===== config.mk =====
export PLATFORM = sky130hd
export DESIGN_NAME = ssc_host
export DESIGN_NICKNAME = d
export VERILOG_FILES = /design/src/common/ssc_pkg.sv /design/src/ssc_host.sv
export SDC_FILE = /design/constraint.sdc
export NUM_CORES = 1
export LEC_CHECK = 0
export ABC_AREA = 1
export BUFFER_PORTS_ARGS = -buffer_cell sky130_fd_sc_hd__clkbuf_2
export CORE_ASPECT_RATIO = 1.4
export CORE_MARGIN = 2
export CORE_UTILIZATION = 30
export DETAILED_ROUTE_END_ITERATION = 8
export PLACE_DENSITY_LB_ADDON = 0.15
export SETUP_SLACK_MARGIN = 0.2
export SLEW_MARGIN = 0
export SYNTH_ARGS = -nofsm -noshare
export SYNTH_HDL_FRONTEND = slang
export SYNTH_SLANG_ARGS = --single-unit

===== constraint.sdc =====
create_clock -name clk_sys -period 4.7 [get_ports clk_sys]
set_input_delay 0.94 -clock clk_sys [delete_from_list [all_inputs] [get_ports clk_sys]]
set_output_delay 0.94 -clock clk_sys [all_outputs]
set_load 0.005 [all_outputs]

===== src/common/ssc_pkg.sv =====
// Purpose: shared constants and types for the synchronous sram host controller
// Assumes: 256k x 18 flow-through sram, two byte lanes of nine bits
// Notes: pin levels are the electrical levels on the wires
package ssc_pkg;
    localparam int ADDR_W = 18;
    localparam int LANE_W = 9;
    localparam int LANES = 2;
    localparam int DATA_W = LANE_W * LANES;
    // flow-through read: data valid one clock after the address edge
    localparam int READ_LAT = 1;
    // idle cycles with the clock running before the clock is parked
    localparam int STOP_IDLE = 2;
    localparam logic [1:0] LANES_NONE = 2'h3;
    localparam logic [1:0] LANES_ALL = 2'h0;
    // fixed tie level for the burst order select pin
    localparam logic ORDER_TIE = 1'h0;

    typedef struct packed {
        logic processor_address_strobe_n;
        logic controller_address_strobe_n;
        logic burst_step_request_n;
        logic select_one_low;
        logic select_two_high;
        logic select_three_low;
        logic global_write_strobe_n;
        logic byte_write_qualifier_n;
        logic [LANES-1:0] byte_lane_write_n;
        logic burst_order_select;
    } ssc_ctrl_t;

    typedef enum logic [1:0] {ST_RUN, ST_DRAIN, ST_STOP} ssc_state_t;
endpackage


===== src/ssc_host.sv =====
// Purpose: host controller that drives a synchronous sram in non-burst mode
// Assumes: one request per cycle; the sram clock is clk_sys gated by an enable from this block
// Notes: the sram clock is a registered enable, combined with clk_sys outside
// Notes on behaviour
// [RL1] a cycle is a write when the global strobe is low, or the qualifier and a lane strobe are low.
// [RL2] the memory is enabled only with select one low, two high, three low on an address strobe.
// [RL3] the memory keeps all state while its clock is stopped.
// [RL4] the clock restarts on a cycle that starts an access with an address strobe asserted.
// [RL5] the clock stops only after last write data is captured or last read data driven.
// [RL6] stopping after a read, after a write and while deselected are all supported.
// [RL7] the clock is parked low during a stop.
// [RL8] every control input is held inactive during a stop; the selects stay enabled (one low, two high, three low).
// [RL9] all address inputs are driven low during a stop.
// [RL10] write data lanes are held steady low during a stop, never floating.
// [RL11] the memory is used without bursts, one fresh address each cycle.
// [RL12] processor strobe high, controller strobe low, select one low, select two high, step fixed; the code drives the controller strobe low only on an access.
// [RL13] the burst order select is tied to a fixed level.
// [RL14] each strobed enabled edge loads the external address and starts one access.
`timescale 1ns/1ps
module ssc_host
    import ssc_pkg::*;
#(
    parameter int IDLE_STOP = STOP_IDLE
) (
    // clock and reset
    input wire logic clk_sys,
    input wire logic reset,
    // user request side
    input wire logic req_valid,
    input wire logic req_write,
    input wire logic [LANES-1:0] req_lanes,
    input wire logic [ADDR_W-1:0] req_addr,
    input wire logic [DATA_W-1:0] req_wdata,
    output logic req_ready,
    output logic rd_valid,
    output logic [DATA_W-1:0] rd_data,
    output logic stopped,
    // sram pins
    output logic sram_clk_en,
    output ssc_ctrl_t sram_ctrl,
    output logic [ADDR_W-1:0] sram_addr,
    output logic [DATA_W-1:0] sram_dq_out,
    output logic sram_dq_oe,
    input wire logic [DATA_W-1:0] sram_dq_in
);
    ssc_state_t state;
    ssc_state_t next_state;
    logic [3:0] idle_cnt;
    logic rd_pend;
    logic wr_pend;
    logic [DATA_W-1:0] dq_s1;
    logic [DATA_W-1:0] dq_s2;
    logic rd_pend2;
    logic rd_pend3;
    logic rd_pend4;

    function automatic logic is_write(input logic gw_n, input logic bw_n,
                                      input logic [LANES-1:0] lane_n);
        is_write = !gw_n || (!bw_n && (lane_n != LANES_NONE)); // [RL1]
    endfunction

    wire logic take = req_valid;
    wire logic full_write = req_write && (req_lanes == {LANES{1'b1}});
    wire logic [LANES-1:0] lane_n = req_write ? ~req_lanes : LANES_NONE;
    wire logic gw_n = !full_write;
    wire logic bw_n = !(req_write && !full_write);
    // a read is still in flight until its data has come through the pin synchroniser
    wire logic drained = !rd_pend && !rd_pend2 && !rd_pend3 && !rd_pend4 && !wr_pend;
    wire logic idle_done = idle_cnt >= 4'(IDLE_STOP);

    always_comb begin
        next_state = state;
        case (state)
            ST_RUN: if (!take && idle_done) next_state = ST_DRAIN;
            ST_DRAIN: begin
                if (take) next_state = ST_RUN; // [RL4]
                else if (drained) next_state = ST_STOP; // [RL5] [RL6]
            end
            ST_STOP: if (take) next_state = ST_RUN; // [RL4] [RL3]
            default: next_state = ST_RUN;
        endcase
    end

    always_ff @(posedge clk_sys or posedge reset) begin
        if (reset) begin
            state <= ST_RUN;
            idle_cnt <= 4'h0;
        end else begin
            state <= next_state;
            idle_cnt <= take ? 4'h0 : (idle_done ? idle_cnt : idle_cnt + 4'h1);
        end
    end

    // control pins: deselected in reset, enabled after it, controller strobe low only on an access
    always_ff @(posedge clk_sys or posedge reset) begin
        if (reset) begin
            sram_clk_en <= 1'b0;
            sram_ctrl <= '{1'b1, 1'b1, 1'b1, 1'b1, 1'b0, 1'b1, 1'b1, 1'b1, LANES_NONE, ORDER_TIE};
            sram_addr <= '0;
            sram_dq_out <= '0;
            sram_dq_oe <= 1'b0;
            req_ready <= 1'b0;
            stopped <= 1'b0;
        end else begin
            sram_clk_en <= (next_state != ST_STOP); // [RL7]
            sram_ctrl.processor_address_strobe_n <= 1'b1; // [RL12]
            sram_ctrl.burst_step_request_n <= 1'b1; // [RL12] [RL11]
            sram_ctrl.burst_order_select <= ORDER_TIE; // [RL13]
            sram_ctrl.select_one_low <= 1'b0; // [RL12] [RL2]
            sram_ctrl.select_two_high <= 1'b1; // [RL12] [RL2]
            sram_ctrl.select_three_low <= 1'b0; // [RL2]
            sram_ctrl.controller_address_strobe_n <= !take; // [RL14] [RL8]
            sram_ctrl.global_write_strobe_n <= take ? gw_n : 1'b1; // [RL1] [RL8]
            sram_ctrl.byte_write_qualifier_n <= take ? bw_n : 1'b1; // [RL1] [RL8]
            sram_ctrl.byte_lane_write_n <= take ? lane_n : LANES_NONE; // [RL8]
            sram_addr <= take ? req_addr : '0; // [RL9] [RL11]
            sram_dq_out <= (take && req_write) ? req_wdata : '0; // [RL10]
            sram_dq_oe <= !(take && !req_write); // [RL10]
            req_ready <= 1'b1;
            stopped <= (next_state == ST_STOP);
        end
    end

    // read return: pins synchronised over two flops, latency tracked alongside
    always_ff @(posedge clk_sys or posedge reset) begin
        if (reset) begin
            rd_pend <= 1'b0;
            rd_pend2 <= 1'b0;
            rd_pend3 <= 1'b0;
            rd_pend4 <= 1'b0;
            wr_pend <= 1'b0;
            dq_s1 <= '0;
            dq_s2 <= '0;
            rd_valid <= 1'b0;
            rd_data <= '0;
        end else begin
            rd_pend <= take && !req_write;
            wr_pend <= take && is_write(gw_n, bw_n, lane_n);
            // pin cycle, memory edge, two sync flops: valid must line up with dq_s2
            rd_pend2 <= rd_pend;
            rd_pend3 <= rd_pend2;
            rd_pend4 <= rd_pend3;
            dq_s1 <= sram_dq_in;
            dq_s2 <= dq_s1;
            rd_valid <= rd_pend4; // [RL14]
            rd_data <= dq_s2;
        end
    end
endmodule


==> Word-level counts from Yosys, hierarchy flattened <==
Index checks and enable logic that the tools add are counted.
{ "classes": {"addsub": 1, "n_mul": 0, "n_div": 0, "order_cmp": 1, "n_eq_ne": 7, "shifts": 0, "mux": 13, "n_bitwise": 1, "reduce_logical": 23} }
{ "op_table": {"columns": ["op", "count"], "rows": [
  ["$mux W18", 2],
  ["$mux W2", 6],
  ["$logic_and A1 B1 Y1", 11],
  ["$logic_not A1 Y1", 10],
  ["$mux W4", 2],
  ["$eq A2 B2 Y1 const B", 3],
  ["$ne A2 B2 Y1 const B", 3],
  ["$pmux W2 S3", 1],
  ["$add A4 B1 Y4 const B", 1],
  ["$ge A4 B2 Y1 const B", 1],
  ["$eq A2 B1 Y1 const B", 1],
  ["$logic_not A2 Y1", 1],
  ["$mux W1", 2],
  ["$not A2 Y2", 1],
  ["$logic_or A1 B1 Y1", 1]
]} }
{ "totals": {"register_bits": 112, "latchBits": 0, "ramBits": 0, "rom_bits": 0, "in_bits": 60, "output_inout_bits": 70, "word_cells": 68, "mem_count": 0} }

==> Depth between registers and ports, before layout <==
Gate-level depths: netlist (run 1).
{ "depth": {"depth_word": 9, "depth_mapped": 6, "mapped_depth_nobuf": 6} }

==> Least setup slack after synthesis (run 1) <==
No wires, ideal clock.
{ "synth_timing": {"path_kind": "register to output", "startpoint": "register sram_ctrl[5] (netlist name)", "endpoint": "output port sram_ctrl[7] (netlist bit)", "arrival_ps": 611, "t_required_ps": 3760, "setup_slack_ps": 3149, "stages_incl_launch_ff": 2, "n_path_buf": 1, "path_cell_list": "dfstp_2 -> buf_4"} }
{ "synth_lines": {"columns": ["element", "line_no", "source"], "rows": [
  ["end, declared", "ssc_host.sv:40", "output ssc_ctrl_t sram_ctrl,"]
]} }

==> Worst setup path after layout (run 1) <==
{ "layout_timing": {"startpoint": "register sram_ctrl[3] (netlist bit)", "endpoint": "output port sram_ctrl[3] (netlist bit)"} }
{ "layout_lines": {"columns": ["element", "line_no", "source"], "rows": [
  ["start signal, assigned", "ssc_host.sv:98", "sram_ctrl <= '{1'b1, 1'b1, 1'b1, 1'b1, 1'b0, 1'b1, 1'b1, 1'b1, LANES_NONE, ORDER_TIE};"]
]} }
No word-level cell between the ends.

==> results.md, run 1 <==
* Pin count of the biggest net entering global routing at 51
* Worst hold start: dq_s1[17]
* Max Slew Vio Count at 0
* Hold slack at 0.342 ns
* Final hold vios at 0
* Starting Density at 0.309
* Slew @ Worst Pin at 0.601 ns
* Worst reg2reg setup slack at 3.49 ns
* Nets at 436
* Worst slew margin at 0.599
* Postcts setup bufs at 0
* Syn Inst Count at 241
* GRT busiest layer: met2
* Cells on Worst Hold Path at 0
* CP max-delay cell: dfstp_2
* Grt ovf at 0
* GP Congestion at 0.722
* Maxcap violations at 0
* Chip Width at 93.7 µm
* Cts repair resizes at 0
* CTS Root Cell: clkbuf_16
* Cell area after synthesis at 3380 µm²
* 1st-iter DRT viols at 49
* Post-route antenna net violation count at 0
* Post-route DRC violation count at 0
* Boundary Pins at 130
* Vias in the first global route at 1843
* CP max FO at 1
* Max Buffers Root-to-Sink at 2
* Reg-to-Reg Start: idle_cnt[0]
* Synth Area in Compound Gates at 0.00852
* Slowest stage delay, CP at 0.53 ns
* Port Buffer Count at 126
* Fmax at 0.525 GHz
* WS Path Type: register to output pin
* GR Layer Usage met2 at 0.180
* Ant diodes at 0
* Number of synthesized register bits at 112
* GRT Total Usage at 0.103
* Crit-path leading delay family: flip-flops
* R2R cell count at 6
* Final Setup Violations at 0
* Met1 global-route usage at 0.113
* Final core utilization at 0.405
* Hold Crit Endpoint: dq_s2[17]
* Clock skew at 0.00602 ns
* Drt total wl at 6180 µm
* Later-pin clock latency in the skew report at 0.33 ns
* Final setup TNS at 0 ns
* CP Cell Sequence: clkbuf_2
* Hold buffers post-CTS at 0
* Core ar. at 10900 µm²
* Yosys Warn Count at 0
* CTS tree: done
* Area share of fa/ha/maj cells after synthesis at 0.00740
* Routed vias at 1993
* HPWL Detailed at 4480 µm
* CP Buf/Inv Count at 1
* First-pass GRT wire length at 9100 µm
* Tmin final at 1.90 ns
* Multiplexer share of the synthesized area at 0
* WP data arrival at 0.96 ns
* Initial antenna violation count at 0
* Leak Pwr at 0.00250 µW
* CTS H-tree lvls at 3
* CP Launch Type: register
* Die height at 130 µm
* CTS Buf Count at 9
* Reg2reg end: state[0]
* Die area at 12100 µm²
* Clk sinks at 112
* Share of layout cells above drive strength 1 at 0.404
* Ratio of final minimum period to clock period at 0.405
* RSZ-0062 raised after global routing: no
* DRT Pass-1 Iters at 4
* Reg clk slew, reported paths at 0.07 ns
* Netlist cell types at 17
* Largest family of logic cells by synthesized area: simple AND/OR/NAND/NOR gates
* Post-Syn Area per Cell at 14.0 µm²
* Area share of xor/xnor cells in the synthesized design at 0
* P per Cell Area at 429 nW/µm²
* GR Layer Usage met3 at 0.0227
* Row cnt at 45
* Area growth, synth to finish at 31.0%
* Routed length per instance at 11.9 µm
* Status: complete, no violations
* Peak supply drop at 0.145 mV
* Critical Path RT at 3.76 ns
* Post-synthesis sequential area ratio at 0.832
* CP Capture Type: output pin
* Hold Crit Class: register to register
* Simple logic cell fraction of the synthesized area at 0.0785
* Vias per inst at 3.83
## final cells by class
cell class | count | area (µm²)
Clock buffer | 12 | 246
Clock inverter | 4 | 30.0
Fill cell | 1101 | 6500
Inverter | 47 | 179
Multi-Input combinational cell | 76 | 338
Sequential cell | 112 | 2810
Tap cell | 141 | 176
Timing Repair Buffer | 128 | 646
## power by group
part	internal, µW	total [µW]	switching [µW]
registers	1020	1050	23.2
clock network	375	695	320
logic	65.9	156	89.9
## worst register-to-register path, cell delays in order (launching register included)
cell	delay [ns]
dfrtp_1	0.38
inv_1	0.07
ha_1	0.19
nor2_1	0.21
nand2_1	0.11
nand3b_1	0.09
nand2_1	0.05
## per-layer routing
metal  up-vias  share of wire
li1        952              -
met1       979           0.37
met2        56           0.57
met3         6          0.040
met4         0          0.017
met5         -              0
## worst max-delay path by stage
stage	from	end	slack, ns	cells after the start
5_1_grt	sram_ctrl[3]	sram_ctrl[3]	2.76	1
6_report	sram_ctrl[3]	sram_ctrl[3]	2.80	1
3_5_place_dp	req_valid	wr_pend	2.66	5
2_1_floorplan	reset	dq_s1[0]	0.81	1
3_3_place_gp	req_valid	wr_pend	2.69	5
4_1_cts	sram_ctrl[3]	sram_ctrl[3]	2.77	1
## Yosys cell counts
master,number,area [µm²]
a21oi_1,4,20.0
a21oi_2,1,8.76
buf_2,2,10.0
buf_4,6,45.0
buf_6,1,11.3
conb_1,2,7.51
dfrtp_1,106,2650
dfstp_2,6,158
ha_1,2,25.0
inv_1,45,169
inv_2,2,7.51
nand2_1,29,109
nand2_4,1,11.3
nand3_1,6,30.0
nand3b_1,2,15.0
nand4_1,1,6.26
nor2_1,25,93.8
## sequential cells by signal, summed over array words and instances, names as in the netlist
| signal | flops |
|---|---|
| dq_s1 | 18 |
| dq_s2 | 18 |
| idle_cnt | 4 |
| rd_data | 18 |
| rd_pend | 1 |
| rd_pend2 | 1 |
| rd_pend3 | 1 |
| rd_pend4 | 1 |
| rd_valid | 1 |
| sram_addr | 18 |
| sram_clk_en | 1 |
| sram_ctrl | 7 |
| sram_dq_oe | 1 |
| sram_dq_out | 18 |
| state | 2 |
| stopped | 1 |
| wr_pend | 1 |
## cell usage in the layout (no fill, tap or decap)
master / n
a21oi_1: 4
a21oi_2: 1
buf_4: 2
clkbuf_1: 2
clkbuf_16: 9
clkbuf_2: 126
clkbuf_8: 1
clkinv_2: 1
clkinv_4: 2
clkinvlp_4: 1
conb_1: 5
dfrtp_1: 106
dfstp_2: 6
ha_1: 2
inv_1: 44
inv_2: 2
inv_4: 1
nand2_1: 29
nand2_4: 1
nand3_1: 6
nand3b_1: 2
nand4_1: 1
nor2_1: 25
## cell families after synthesis
group / count (synthesis)
adders and majority gates: 2
and+or+nand+nor: 64
AOI/OAI and AO/OA: 5
buffers and inverters: 56
other: 2
DFF: 112
## through the flow
| stage | cells | area (µm²) | total power, µW | worst slack [ns] |
|---|---|---|---|---|
| detailed placement | 504 | 4150 | 1230 | 2.66 |
| floorplan | 244 | 3390 | 1150 | 0.811 |
| CTS | 520 | 4430 | 1930 | 2.77 |
| global placement | 504 | 4150 | 1220 | 2.69 |
| finish | 520 | 4430 | 1900 | 2.80 |
| global route | 520 | 4430 | 2000 | 2.76 |
Power figures use the tool's default switching activity.
==> run 2: changes to the inputs <==
==> constraint.sdc (replaced) <==
create_clock -name clk_sys -period 1.7 [get_ports clk_sys]
set_input_delay 0.34 -clock clk_sys [delete_from_list [all_inputs] [get_ports clk_sys]]
set_output_delay 0.34 -clock clk_sys [all_outputs]
set_load 0.005 [all_outputs]
==> results.md, run 2 (synthesized netlist as in run 1, its figures left out) <==
* Initial antenna violation count at 0 (unchanged)
* Sequential Power Share at 0.551 (about the same)
* Fin cells at 521 (+0.19%)
* Area growth, synth to finish at 31.9%
* Postcts setup bufs at 0 (unchanged)
* Final hold vios at 0 (unchanged)
* Chip Width at 93.7 µm (unchanged)
* CP Capture Type: output pin
* First-pass GRT wire length at 10000 µm (+9.9%)
* CTS tree: done
* Hold Crit Class: input port to async pin
* RSZ-0062 raised after global routing: no
* Hold buffers post-CTS at 0 (unchanged)
* Row cnt at 45 (unchanged)
* Final setup TNS at 0 ns (unchanged)
* Leak Pwr at 0.00250 µW (about the same)
* Reg clk slew, reported paths at 0.07 ns (about the same)
* Max Slew Vio Count at 0 (unchanged)
* Most common cell after layout, fill and taps aside: clkbuf_2
* Hold slack at 0.101 ns (-0.241 ns)
* Placed instance count at 505 (+0.20%)
* Clock skew at 0.00594 ns (-0.0000834 ns)
* Final Setup Violations at 0 (unchanged)
* Slowest stage delay, CP at 0.53 ns (about the same)
* Grt ovf at 0 (unchanged)
* WS Path Type: register to output pin
* Combinational Power Share at 0.084 (+0.002)
* CTS Buf Count at 9 (unchanged)
* Fmax at 0.762 GHz
* Die height at 130 µm (unchanged)
* CP Buf/Inv Count at 1 (unchanged)
* Port Buffer Count at 126 (unchanged)
* Max Buffers Root-to-Sink at 2 (unchanged)
* Maxcap violations at 0 (unchanged)
* # fillers at 1096 (-0.45%)
* Reg2reg end: state[0]
* 1st-iter DRT viols at 64 (+31%)
* CP max-delay cell: dfstp_2
* WP data arrival at 0.97 ns (about the same)
* Clk sinks at 112 (unchanged)
* Crit-path leading delay family: flip-flops
* Vias in the first global route at 2031 (+10%)
* Cts repair resizes at 0 (unchanged)
* Peak supply drop at 0.450 mV (+210%)
* CTS Root Cell: clkbuf_16
* CTS H-tree lvls at 3 (unchanged)
* Ant diodes at 0 (unchanged)
* R2R cell count at 6 (unchanged)
* Routed vias at 2012 (+0.95%)
* Vias per inst at 3.86 (+0.76%)
* Fraction of power spent switching nets at 0.233 (+0.00471)
* Routed length per instance at 11.9 µm (-0.13%)
* Die area at 12100 µm² (unchanged)
* Pin count of the biggest net entering global routing at 64 (+25%)
* GRT Total Usage at 0.110 (+0.00704)
* CP Launch Type: register
* Reg-to-Reg Start: idle_cnt[0]
* Drt total wl at 6180 µm (about the same)
* Tmin final at 1.31 ns
* Post-route DRC violation count at 0 (unchanged)
* Later-pin clock latency in the skew report at 0.34 ns (about the same)
* Worst reg2reg setup slack at 0.54 ns (-2.95 ns)
* Share of layout cells above drive strength 1 at 0.408 (+0.00420)
* Post-route antenna net violation count at 0 (unchanged)
* Core ar. at 10900 µm² (unchanged)
* GP Congestion at 0.684 (-5.2%)
* P per Cell Area at 1180 nW/µm² (+170%)
* Clock power frac at 0.365 (about the same)
* Pint at 4020 µW (+170%)
* Critical Path RT at 1.36 ns (-2.40 ns)
* Boundary Pins at 130 (unchanged)
* Status: complete, no violations
* HPWL Detailed at 4480 µm (about the same)
* Nets at 437 (+0.23%)
* DRT Pass-1 Iters at 4 (unchanged)
* Net Sw Power at 1220 µW (+180%)
* Most frequent cells in the layout: 126 x clkbuf_2, 106 x dfrtp_1, 44 x inv_1
* Ratio of final minimum period to clock period at 0.772
* CP max FO at 2 (+1)
* Starting Density at 0.309 (unchanged)
* CP Cell Sequence: clkbuf_2
## run 2: worst max path at each step
stage	to	from	cells past startpoint
global route	sram_ctrl[4]	sram_ctrl[4]	1
finish	sram_ctrl[5]	sram_ctrl[5]	1
floorplan	dq_s1[0]	reset	1
global placement	wr_pend	req_valid	5
CTS	sram_ctrl[5]	sram_ctrl[5]	1
detailed placement	wr_pend	req_valid	5
## run 2: metal layers
metal,GRT usage,vias up,part of all wire
met1,0.125,983,0.37
li1,-,955,-
met3,0.0250,12,0.049
met2,0.184,62,0.55
met4,0.0767,0,0.030
met5,0,-,0
## run 2: per-stage QoR
| step | cell area, µm² | setup slack, ns | total power [µW] | utilization |
|---|---|---|---|---|
| global placement | 4180 | 0.507 | 3380 | 0.383 |
| global route | 4460 | 0.348 | 5560 | 0.408 |
| finish | 4460 | 0.387 | 5240 | 0.408 |
| detailed placement | 4180 | 0.471 | 3400 | 0.383 |
| CTS | 4460 | 0.360 | 5360 | 0.408 |
| floorplan | 3390 | 0.00745 | 3180 | - |
## run 2: layout make-up
class,instances,area [µm²],share of cell area
Inverter,47,180,0.0404
Clock inverter,6,45.0,0.0101
Tap cell,141,176,0.0396
Multi-Input combinational cell,76,338,0.0758
Clock buffer,10,229,0.0514
Sequential cell,112,2810,0.631
Timing Repair Buffer,129,678,0.152
## run 2: power by group through the flow
| stage | Combinational (µW) | Sequential [µW] | Clock [µW] |
|---|---|---|---|
| 2_1_floorplan | 240 | 2940 | 0 |
| 5_1_grt | 517 | 2910 | 2140 |
| 6_report | 439 | 2890 | 1910 |
| 3_5_place_dp | 456 | 2940 | 0 |
| 4_1_cts | 456 | 2890 | 2010 |
| 3_3_place_gp | 441 | 2940 | 0 |
